[src/mil_defines.vh]
`ifndef MIL_DEFINES_VH
`define MIL_DEFINES_VH

// Register offsets on the local register port
`define MIL_OFS_PORT_B 8'h06
`define MIL_OFS_IRQ_CTRL 8'h0B
`define MIL_OFS_PERIPH_FLAG 8'h0C
`define MIL_OFS_OPTION 8'h81
`define MIL_OFS_PERIPH_EN 8'h8C

// Interrupt control register fields
`define MIL_BIT_GIE 7
`define MIL_BIT_PERIPH_GROUP_EN 6
`define MIL_BIT_TIMER_EN 5
`define MIL_BIT_EXT_EN 4
`define MIL_BIT_PORT_EN 3
`define MIL_BIT_TIMER_FLAG 2
`define MIL_BIT_EXT_FLAG 1
`define MIL_BIT_PORT_FLAG 0

// Option register edge select, peripheral comparator bit
`define MIL_BIT_EDGE_SEL 6
`define MIL_BIT_CMP 6

// Reset values
`define MIL_RST_IRQ_CTRL 8'h00
`define MIL_RST_OPTION 8'hFF
`define MIL_RST_PERIPH_FLAG 8'h00
`define MIL_RST_PERIPH_EN 8'h00

// Interrupt vector and timer rollover values
`define MIL_VECTOR 13'h0004
`define MIL_TMR_MAX 8'hFF
`define MIL_TMR_ZERO 8'h00

`endif

[src/mil_sync.v]
// Two flop synchroniser for pin inputs
module mil_sync #(
   parameter W = 1
) (
   input wire clk,              // Instruction clock
   input wire reset_n,          // Synchronous reset, active low
   input wire [W-1:0] d,        // Asynchronous input
   output wire [W-1:0] q        // Synchronised output
);

   reg [W-1:0] meta_r;
   reg [W-1:0] sync_r;

   // First stage read only by second stage
   always @(posedge clk) begin
      if (!reset_n) begin
         meta_r <= {W{1'b0}};
         sync_r <= {W{1'b0}};
      end else begin
         meta_r <= d;
         sync_r <= meta_r;
      end
   end

   assign q = sync_r;

endmodule

[src/mil_intc.v]
// Behaviour
// - Four sources: external edge pin, timer overflow, port change, comparator.
// - Global enable at control bit 7 passes unmasked requests, else blocks all.
// - Every reset clears the global enable.
// - Return-from-interrupt instruction sets the global enable again.
// - On entry clear global enable, push return address, load PC 0004h.
// - Pin and port-change latency to vector is four or five cycles.
// - Flags set by events regardless of individual or global enables.
// - Clearing global enable ignores next-cycle requests, inserts a no-op; requests stay pending.
// - External pin edge chosen by option bit 6: set rising, clear falling.
// - Selected pin edge sets external flag at control bit 1.
// - Clearing control bit 4 disables the external pin interrupt.
// - Enabled pin interrupt wakes from sleep; global enable decides vectoring.
// - Timer rollover FFh to 00h sets timer flag at control bit 2.
// - Control bit 5 enables the timer overflow interrupt.
// - Change on port pins 7..4 sets port flag at bit 0; enable at control bit 3.
// - Port change coinciding with a port read may miss the flag.
// - Comparator flag and enable live in separate peripheral registers.
// - Entry saves only the return PC; no working or status registers.
// - Enabled interrupt wakes regardless of global enable; vector after prefetched instruction.
// - Pending enabled source at sleep entry wakes immediately.
`include "mil_defines.vh"

module mil_intc (
   input wire clk,                    // Instruction clock
   input wire reset_n,                // Synchronous reset, active low
   input wire [7:0] reg_addr,         // Register address
   input wire [7:0] reg_wdata,        // Register write data
   input wire reg_wr,                 // Write strobe
   input wire reg_rd,                 // Read strobe
   output wire [7:0] reg_rdata,       // Read data, cycle after strobe
   input wire ext_irq_pin,            // External interrupt pin
   input wire [3:0] port_b_pins,      // Port pins 7..4
   input wire [7:0] timer_count_reg,  // Timer count value
   input wire cmp_event,              // Comparator output change pulse
   input wire return_from_irq_instr,  // Return instruction executed
   input wire sleep_enter,            // Sleep instruction executed
   output wire irq_req,               // Qualified request to core
   output wire vec_load,              // Load PC with vector, pulse
   output wire [12:0] vec_addr,       // Vector address
   output wire push_pc,               // Push return PC, pulse
   output wire nop_insert,            // Execute no-op this cycle
   output wire wake,                  // Wake-up pulse
   output wire sleeping               // Core held in sleep
);

   ////////////////////////////////////////////////////////////////////////
   // Declarations

   localparam ST_RUN = 2'b00;
   localparam ST_SLEEP = 2'b01;
   localparam ST_WAKE = 2'b10;

   reg [7:0] irq_control_reg_r;
   reg [7:0] irq_control_reg_nxt;
   reg [7:0] option_r;
   reg [7:0] periph_flag_reg_r;
   reg [7:0] periph_flag_reg_nxt;
   reg [7:0] periph_enable_reg_r;
   reg [7:0] rdata_r;
   reg [7:0] rdata_nxt;
   reg ext_prev_r;
   reg [3:0] port_latch_r;
   reg [7:0] tmr_prev_r;
   reg [1:0] state_r;
   reg [1:0] state_nxt;
   reg block_r;
   reg vec_load_r;
   reg push_pc_r;
   reg [12:0] vec_addr_r;
   reg wake_r;
   reg vec_go;
   reg wake_go;
   reg [2:0] arm_r;

   wire ext_sync;
   wire [3:0] port_sync;
   wire wr_ctrl;
   wire wr_opt;
   wire wr_pflag;
   wire wr_pen;
   wire rd_port;
   wire edge_sel;
   wire ext_edge;
   wire port_change;
   wire tmr_roll;
   wire src_ext;
   wire src_tmr;
   wire src_port;
   wire src_cmp;
   wire pend;
   wire global_irq_enable;
   wire gie_clear_wr;
   wire armed;

   ////////////////////////////////////////////////////////////////////////
   // Pin synchronisers

   // Pin inputs pass two flops before use
   mil_sync #(
      .W(5)
   ) u_sync (
      .clk(clk),
      .reset_n(reset_n),
      .d({ext_irq_pin, port_b_pins}),
      .q({ext_sync, port_sync})
   );

   ////////////////////////////////////////////////////////////////////////
   // Address decode

   assign wr_ctrl = reg_wr && (reg_addr == `MIL_OFS_IRQ_CTRL);
   assign wr_opt = reg_wr && (reg_addr == `MIL_OFS_OPTION);
   assign wr_pflag = reg_wr && (reg_addr == `MIL_OFS_PERIPH_FLAG);
   assign wr_pen = reg_wr && (reg_addr == `MIL_OFS_PERIPH_EN);
   assign rd_port = reg_rd && (reg_addr == `MIL_OFS_PORT_B);

   ////////////////////////////////////////////////////////////////////////
   // Event detection

   assign edge_sel = option_r[`MIL_BIT_EDGE_SEL];

   // Pin edge and port-change detectors wait until synchronisers hold real pin levels after reset
   assign armed = arm_r[2];

   assign ext_edge = armed && (edge_sel ? (ext_sync && !ext_prev_r) : (!ext_sync && ext_prev_r));

   assign tmr_roll = (tmr_prev_r == `MIL_TMR_MAX) && (timer_count_reg == `MIL_TMR_ZERO);

   assign port_change = armed && (port_sync != port_latch_r) && !rd_port;

   // Previous values for edge and mismatch detection
   always @(posedge clk) begin
      if (!reset_n) begin
         ext_prev_r <= 1'b0;
         tmr_prev_r <= 8'h00;
         port_latch_r <= 4'h0;
         arm_r <= 3'h0;
      end else begin
         ext_prev_r <= ext_sync;
         tmr_prev_r <= timer_count_reg;
         // Fills with ones over three edges after reset
         arm_r <= {arm_r[1:0], 1'b1};
         // port read reloads latch
         // Latch also tracks the pins until the detectors are armed
         if (rd_port || !armed) begin
            port_latch_r <= port_sync;
         end
      end
   end

   ////////////////////////////////////////////////////////////////////////
   // Flag and enable registers

   assign global_irq_enable = irq_control_reg_r[`MIL_BIT_GIE];
   assign gie_clear_wr = wr_ctrl && !reg_wdata[`MIL_BIT_GIE] && global_irq_enable;

   // Next value of control register
   always @* begin
      irq_control_reg_nxt = irq_control_reg_r;
      if (wr_ctrl) begin
         irq_control_reg_nxt = reg_wdata;
      end
      if (ext_edge) begin
         irq_control_reg_nxt[`MIL_BIT_EXT_FLAG] = 1'b1;
      end
      if (tmr_roll) begin
         irq_control_reg_nxt[`MIL_BIT_TIMER_FLAG] = 1'b1;
      end
      if (port_change) begin
         irq_control_reg_nxt[`MIL_BIT_PORT_FLAG] = 1'b1;
      end
      if (vec_go) begin
         irq_control_reg_nxt[`MIL_BIT_GIE] = 1'b0;
      end
      if (return_from_irq_instr) begin
         irq_control_reg_nxt[`MIL_BIT_GIE] = 1'b1;
      end
   end

   // Next value of peripheral flag register
   always @* begin
      periph_flag_reg_nxt = periph_flag_reg_r;
      if (wr_pflag) begin
         periph_flag_reg_nxt = reg_wdata & (8'h01 << `MIL_BIT_CMP);
      end
      if (cmp_event) begin
         periph_flag_reg_nxt[`MIL_BIT_CMP] = 1'b1;
      end
   end

   // Register storage
   always @(posedge clk) begin
      if (!reset_n) begin
         irq_control_reg_r <= `MIL_RST_IRQ_CTRL;
         option_r <= `MIL_RST_OPTION;
         periph_flag_reg_r <= `MIL_RST_PERIPH_FLAG;
         periph_enable_reg_r <= `MIL_RST_PERIPH_EN;
      end else begin
         irq_control_reg_r <= irq_control_reg_nxt;
         periph_flag_reg_r <= periph_flag_reg_nxt;
         if (wr_opt) begin
            option_r <= reg_wdata;
         end
         if (wr_pen) begin
            periph_enable_reg_r <= reg_wdata & (8'h01 << `MIL_BIT_CMP);
         end
      end
   end

   ////////////////////////////////////////////////////////////////////////
   // Request combination

   assign src_ext = irq_control_reg_r[`MIL_BIT_EXT_FLAG] && irq_control_reg_r[`MIL_BIT_EXT_EN];
   assign src_tmr = irq_control_reg_r[`MIL_BIT_TIMER_FLAG] && irq_control_reg_r[`MIL_BIT_TIMER_EN];
   assign src_port = irq_control_reg_r[`MIL_BIT_PORT_FLAG] && irq_control_reg_r[`MIL_BIT_PORT_EN];
   assign src_cmp = periph_flag_reg_r[`MIL_BIT_CMP] && periph_enable_reg_r[`MIL_BIT_CMP]
                    && irq_control_reg_r[`MIL_BIT_PERIPH_GROUP_EN];

   assign pend = src_ext || src_tmr || src_port || src_cmp;

   assign irq_req = pend && global_irq_enable;

   ////////////////////////////////////////////////////////////////////////
   // Sleep and vector control

   // State, vector and wake decisions
   always @* begin
      state_nxt = state_r;
      vec_go = 1'b0;
      wake_go = 1'b0;
      case (state_r)
         ST_RUN: begin
            // no vector beside an enable-clearing write
            if (irq_req && !block_r && !gie_clear_wr && !sleep_enter) begin
               vec_go = 1'b1;
            end else if (sleep_enter) begin
               if (pend) begin
                  wake_go = 1'b1;
                  state_nxt = global_irq_enable ? ST_WAKE : ST_RUN;
               end else begin
                  state_nxt = ST_SLEEP;
               end
            end
         end
         ST_SLEEP: begin
            if (pend) begin
               wake_go = 1'b1;
               state_nxt = global_irq_enable ? ST_WAKE : ST_RUN;
            end
         end
         ST_WAKE: begin
            state_nxt = ST_RUN;
         end
         default: begin
            state_nxt = ST_RUN;
         end
      endcase
   end

   // Control flops
   always @(posedge clk) begin
      if (!reset_n) begin
         state_r <= ST_RUN;
         block_r <= 1'b0;
         vec_load_r <= 1'b0;
         push_pc_r <= 1'b0;
         vec_addr_r <= 13'h0000;
         wake_r <= 1'b0;
      end else begin
         state_r <= state_nxt;
         block_r <= gie_clear_wr;
         vec_load_r <= vec_go;
         push_pc_r <= vec_go;
         if (vec_go) begin
            vec_addr_r <= `MIL_VECTOR;
         end
         wake_r <= wake_go;
      end
   end

   assign vec_load = vec_load_r;
   assign push_pc = push_pc_r;
   assign vec_addr = vec_addr_r;
   assign wake = wake_r;
   assign nop_insert = block_r;
   assign sleeping = (state_r == ST_SLEEP);

   ////////////////////////////////////////////////////////////////////////
   // Register read port

   // Read data selected by address
   always @* begin
      rdata_nxt = 8'h00;
      case (reg_addr)
         `MIL_OFS_IRQ_CTRL: rdata_nxt = irq_control_reg_r;
         `MIL_OFS_OPTION: rdata_nxt = option_r;
         `MIL_OFS_PERIPH_FLAG: rdata_nxt = periph_flag_reg_r;
         `MIL_OFS_PERIPH_EN: rdata_nxt = periph_enable_reg_r;
         `MIL_OFS_PORT_B: rdata_nxt = {port_sync, 4'h0};
         default: rdata_nxt = 8'h00;
      endcase
   end

   // Data valid only in cycle after strobe
   always @(posedge clk) begin
      if (!reset_n) begin
         rdata_r <= 8'h00;
      end else if (reg_rd) begin
         rdata_r <= rdata_nxt;
      end else begin
         rdata_r <= 8'h00;
      end
   end

   assign reg_rdata = rdata_r;

endmodule

[config.mk]
export PLATFORM = sky130hd
export DESIGN_NAME = mil_intc
export DESIGN_NICKNAME = d
export VERILOG_FILES = /design/src/mil_sync.v /design/src/mil_intc.v
export VERILOG_INCLUDE_DIRS = /design/src
export SDC_FILE = /design/constraint.sdc
export NUM_CORES = 1
export LEC_CHECK = 0
export BUFFER_PORTS_ARGS = -buffer_cell sky130_fd_sc_hd__buf_2
export CAP_MARGIN = 0
export CORE_MARGIN = 2
export CORE_UTILIZATION = 37
export DETAILED_ROUTE_END_ITERATION = 10
export MAX_ROUTING_LAYER = met4
export PLACE_DENSITY = 0.58
export RECOVER_POWER = 25
export SYNTH_ARGS = -nofsm -noshare
export SYNTH_HDL_FRONTEND = slang
export SYNTH_HIERARCHICAL = 1
export SYNTH_SLANG_ARGS = --single-unit
[constraint.sdc]
create_clock -name clk -period 4 [get_ports clk]
set_clock_uncertainty 0.1 [all_clocks]
set_input_delay 1.2 -clock clk [delete_from_list [all_inputs] [get_ports clk]]
set_output_delay 1.2 -clock clk [all_outputs]
set_load 0.005 [all_outputs]
==> reports/metrics.cfg <==
[outcome]
status = finished, violations left
violations = capacitance limit, slew limit

[layout]
fillers = 653
drive_above_1_share_pct = 22.9
layout_commonest_cell = dfxtp_1
seqCellArea_sq_mm = 0.00116
multi_input_area_sq_mm = 0.00107
final_cell_mix = dfxtp_1 (58), buf_2 (50), nand3_1 (28)
antenna_cells = 0
design_area_sq_mm = 0.00281
synthToLayoutAreaGrowth_pct = 17.7
fin_nets = 338

[global_routing]
grt-ovfl-total = 0
first_global_vias = 1811
grt_pass1_wl_mm = 8.25
grt_antenna_before_repair = 0
grt_use_total_pct = 15.4
grt_max_degree = 43

[synthesis]
ys_types = 41
syn_area_per_cell_sq_um = 9.45
ys_seq_elements = 58
synth_cells = 253
yosysWarnings = 6
yosysSeqAreaShare_pct = 48.6
syn_area_sq_mm = 0.00239

[clock_tree]
cts_tree = built
numCtsBuffers = 9
root_buffer = clkbuf_8
cts_max_path_buffers = 2
clkSlewWorstSetupHoldPaths_ns = 0.07
clkLatencyLatePin_ns = 0.33
cts_sinks = 58
cts-resized-gates = 0
cts_setup_buffers = 0
ctsHoldBuffers = 0
cts_max_level = 3

[placement]
place_congestion = 0.802
io_buffer_count = 50
post-dp-hpwl_mm = 3.61
placed_area_sq_mm = 0.00261

[routing]
vias = 1896
routed_wl_mm = 5.04
dr.max_layer_used = met4
drc = 0
vias_per_cell = 4.95
antenna_left = 0
routedWlPerCell_microns = 13.2
dr_wl_met2_mm = 2.47
wl_met3_microns = 323
met1Wirelength_mm = 2.18
first_pass_iters = 4
drt_iter0_markers = 73

[power_and_ir_drop]
ir_worst_vdd_mv = 0.217
p_leak_nw = 1.19
power_per_cell_area_mw_per_mm2 = 443

[critical_path]
timing.reg2reg.setup_slack_ns = 2.60
path_max_fanout = 42
path_class = in2reg
crit_path_start_kind = input port
r2r-end = irq_control_reg_r[7]$_SDFFE_PN0P_
cp.required_ns = 4.17
cp-end-kind = flop
r2r-start = irq_control_reg_r[3]$_SDFFE_PN0N_
r2r_cells = 5
crit_arrival_ns = 3.07

[floorplanning]
initial_utilization_pct = 37.9
core_sq_mm = 0.00631
num_rows = 29
die_h_microns = 84.4
dieWidth_microns = 84.4
die-area_sq_mm = 0.00712
pin_count = 63

[timing]
fin_setup_tns_ns = 0
fmax_mhz = 344
hold_viol = 0
worst_pin_slew_ns = 1.54
rsz0062_at_grt = false
setup_viol = 0
period_share_pct = 72.6
post-route-min-period_ns = 2.90
max_slew_margin_pct = -2.92
slew_violations = 43

[hold_path]
worstHoldEndpoint = arm_r[2]$_SDFF_PN0_
hp-class = reg2reg
min-delay-start = arm_r[1]$_SDFF_PN0_
whs_path_depth = 1

[flow_run]
max_cap_viol_count = 1

-- layer usage --
metal | up-vias | track usage [%]
met2 | 60 | 25.3
met3 | 6 | 5.01
met1 | 873 | 17.0
li1 | 957 | -
met5 | - | -
met4 | 0 | 6.93
-- synth_stat cells (all sizes together) --
library cell | instances | area [sq um]
a22o | 4 | 35.0
nor2b | 5 | 31.3
nand4bb | 1 | 11.3
a22oi | 8 | 65.1
nand3 | 28 | 140
o2111a | 1 | 11.3
a21o | 1 | 7.51
a221oi | 1 | 15.0
nand4b | 2 | 17.5
or3 | 2 | 12.5
and3 | 2 | 12.5
xnor2 | 4 | 35.0
clkbuf | 4 | 15.0
and3b | 3 | 26.3
nor4 | 6 | 43.8
and2b | 3 | 22.5
o21ai | 8 | 40.0
and2 | 23 | 144
nand2 | 21 | 78.8
nor2 | 12 | 45.0
a21oi | 10 | 50.1
buf | 20 | 161
a31oi | 1 | 6.26
dfxtp | 58 | 1160
inv | 5 | 18.8
nor3b | 4 | 30.0
and4 | 1 | 8.76
a41o | 2 | 21.3
nand4 | 4 | 40.0
nor3 | 2 | 21.3
conb | 1 | 3.75
mux2i | 5 | 50.1
o21a | 1 | 7.51
-- kinds of logic after synthesis --
logic type                count (synthesis)  share of synthesized area [%]
AOI/OAI and AO/OA                        37                           10.8
xor gates and xnor gates                  4                           1.47
buffers and inverters                    29                           8.17
DFF                                      58                           48.6
muxes                                     5                           2.09
other                                     1                          0.157
and+or+nand+nor                         119                           28.7
-- flip-flops by register name, indices dropped and copies added, names as in the netlist, 2 cells and up --
signal / cells
option_r: 8
state_r: 2
u_sync/meta_r: 5
reg_rdata: 8
u_sync/q: 5
irq_control_reg_r: 8
tmr_prev_r: 8
port_latch_r: 4
arm_r: 3
-- cell type report --
class	instances	share of cell area, %
Clock buffer	10	4.54
Clock inverter	5	2.85
Inverter	5	0.667
Multi-Input combinational cell	177	38.2
Sequential cell	58	41.3
Tap cell	77	3.43
Timing Repair Buffer	51	9.03
-- how the worst max path moves through the flow --
stage	start	end	slack, ns
after CTS	irq_control_reg_r[3]$_SDFFE_PN0N_	irq_req	1.24
after detailed placement	reg_addr[1]	reg_rdata[4]$_SDFF_PN0_	1.14
after global placement	reg_addr[1]	reg_rdata[7]$_SDFF_PN0_	1.17
final	reset_n	reg_rdata[6]$_SDFF_PN0_	1.10
after global routing	reset_n	reg_rdata[6]$_SDFF_PN0_	0.80
after floorplan	reg_addr[3]	irq_control_reg_r[0]$_SDFFE_PN0P_	1.58
-- metrics by stage --
step                worst slack (ns)  total power [mW]  hold slack [ns]  cells  utilization [%]
finish                          1.10              1.25            0.327    383             44.6
global route                   0.802              1.30            0.346    383             44.6
CTS                             1.24              1.26            0.328    383             44.6
detailed placement              1.14             0.686            0.317    368             41.3
global placement                1.17             0.685            0.314    368             41.3
floorplan                       1.58             0.660            0.312    264                -
-- worst max-delay path, cell delays in order --
cell	delay [ns]
buf_2	0.09
clkbuf_1	1.11
nand3_1	0.18
a21o_1	0.33
a21oi_1	0.15
-- power breakdown --
part	internal, mW	switching [mW]	total (mW)
registers	0.593	0.00751	0.600
logic	0.0314	0.0406	0.0720
clock network	0.346	0.228	0.574
total	0.970	0.276	1.25
No activity file was read; power rests on OpenSTA's default activity.
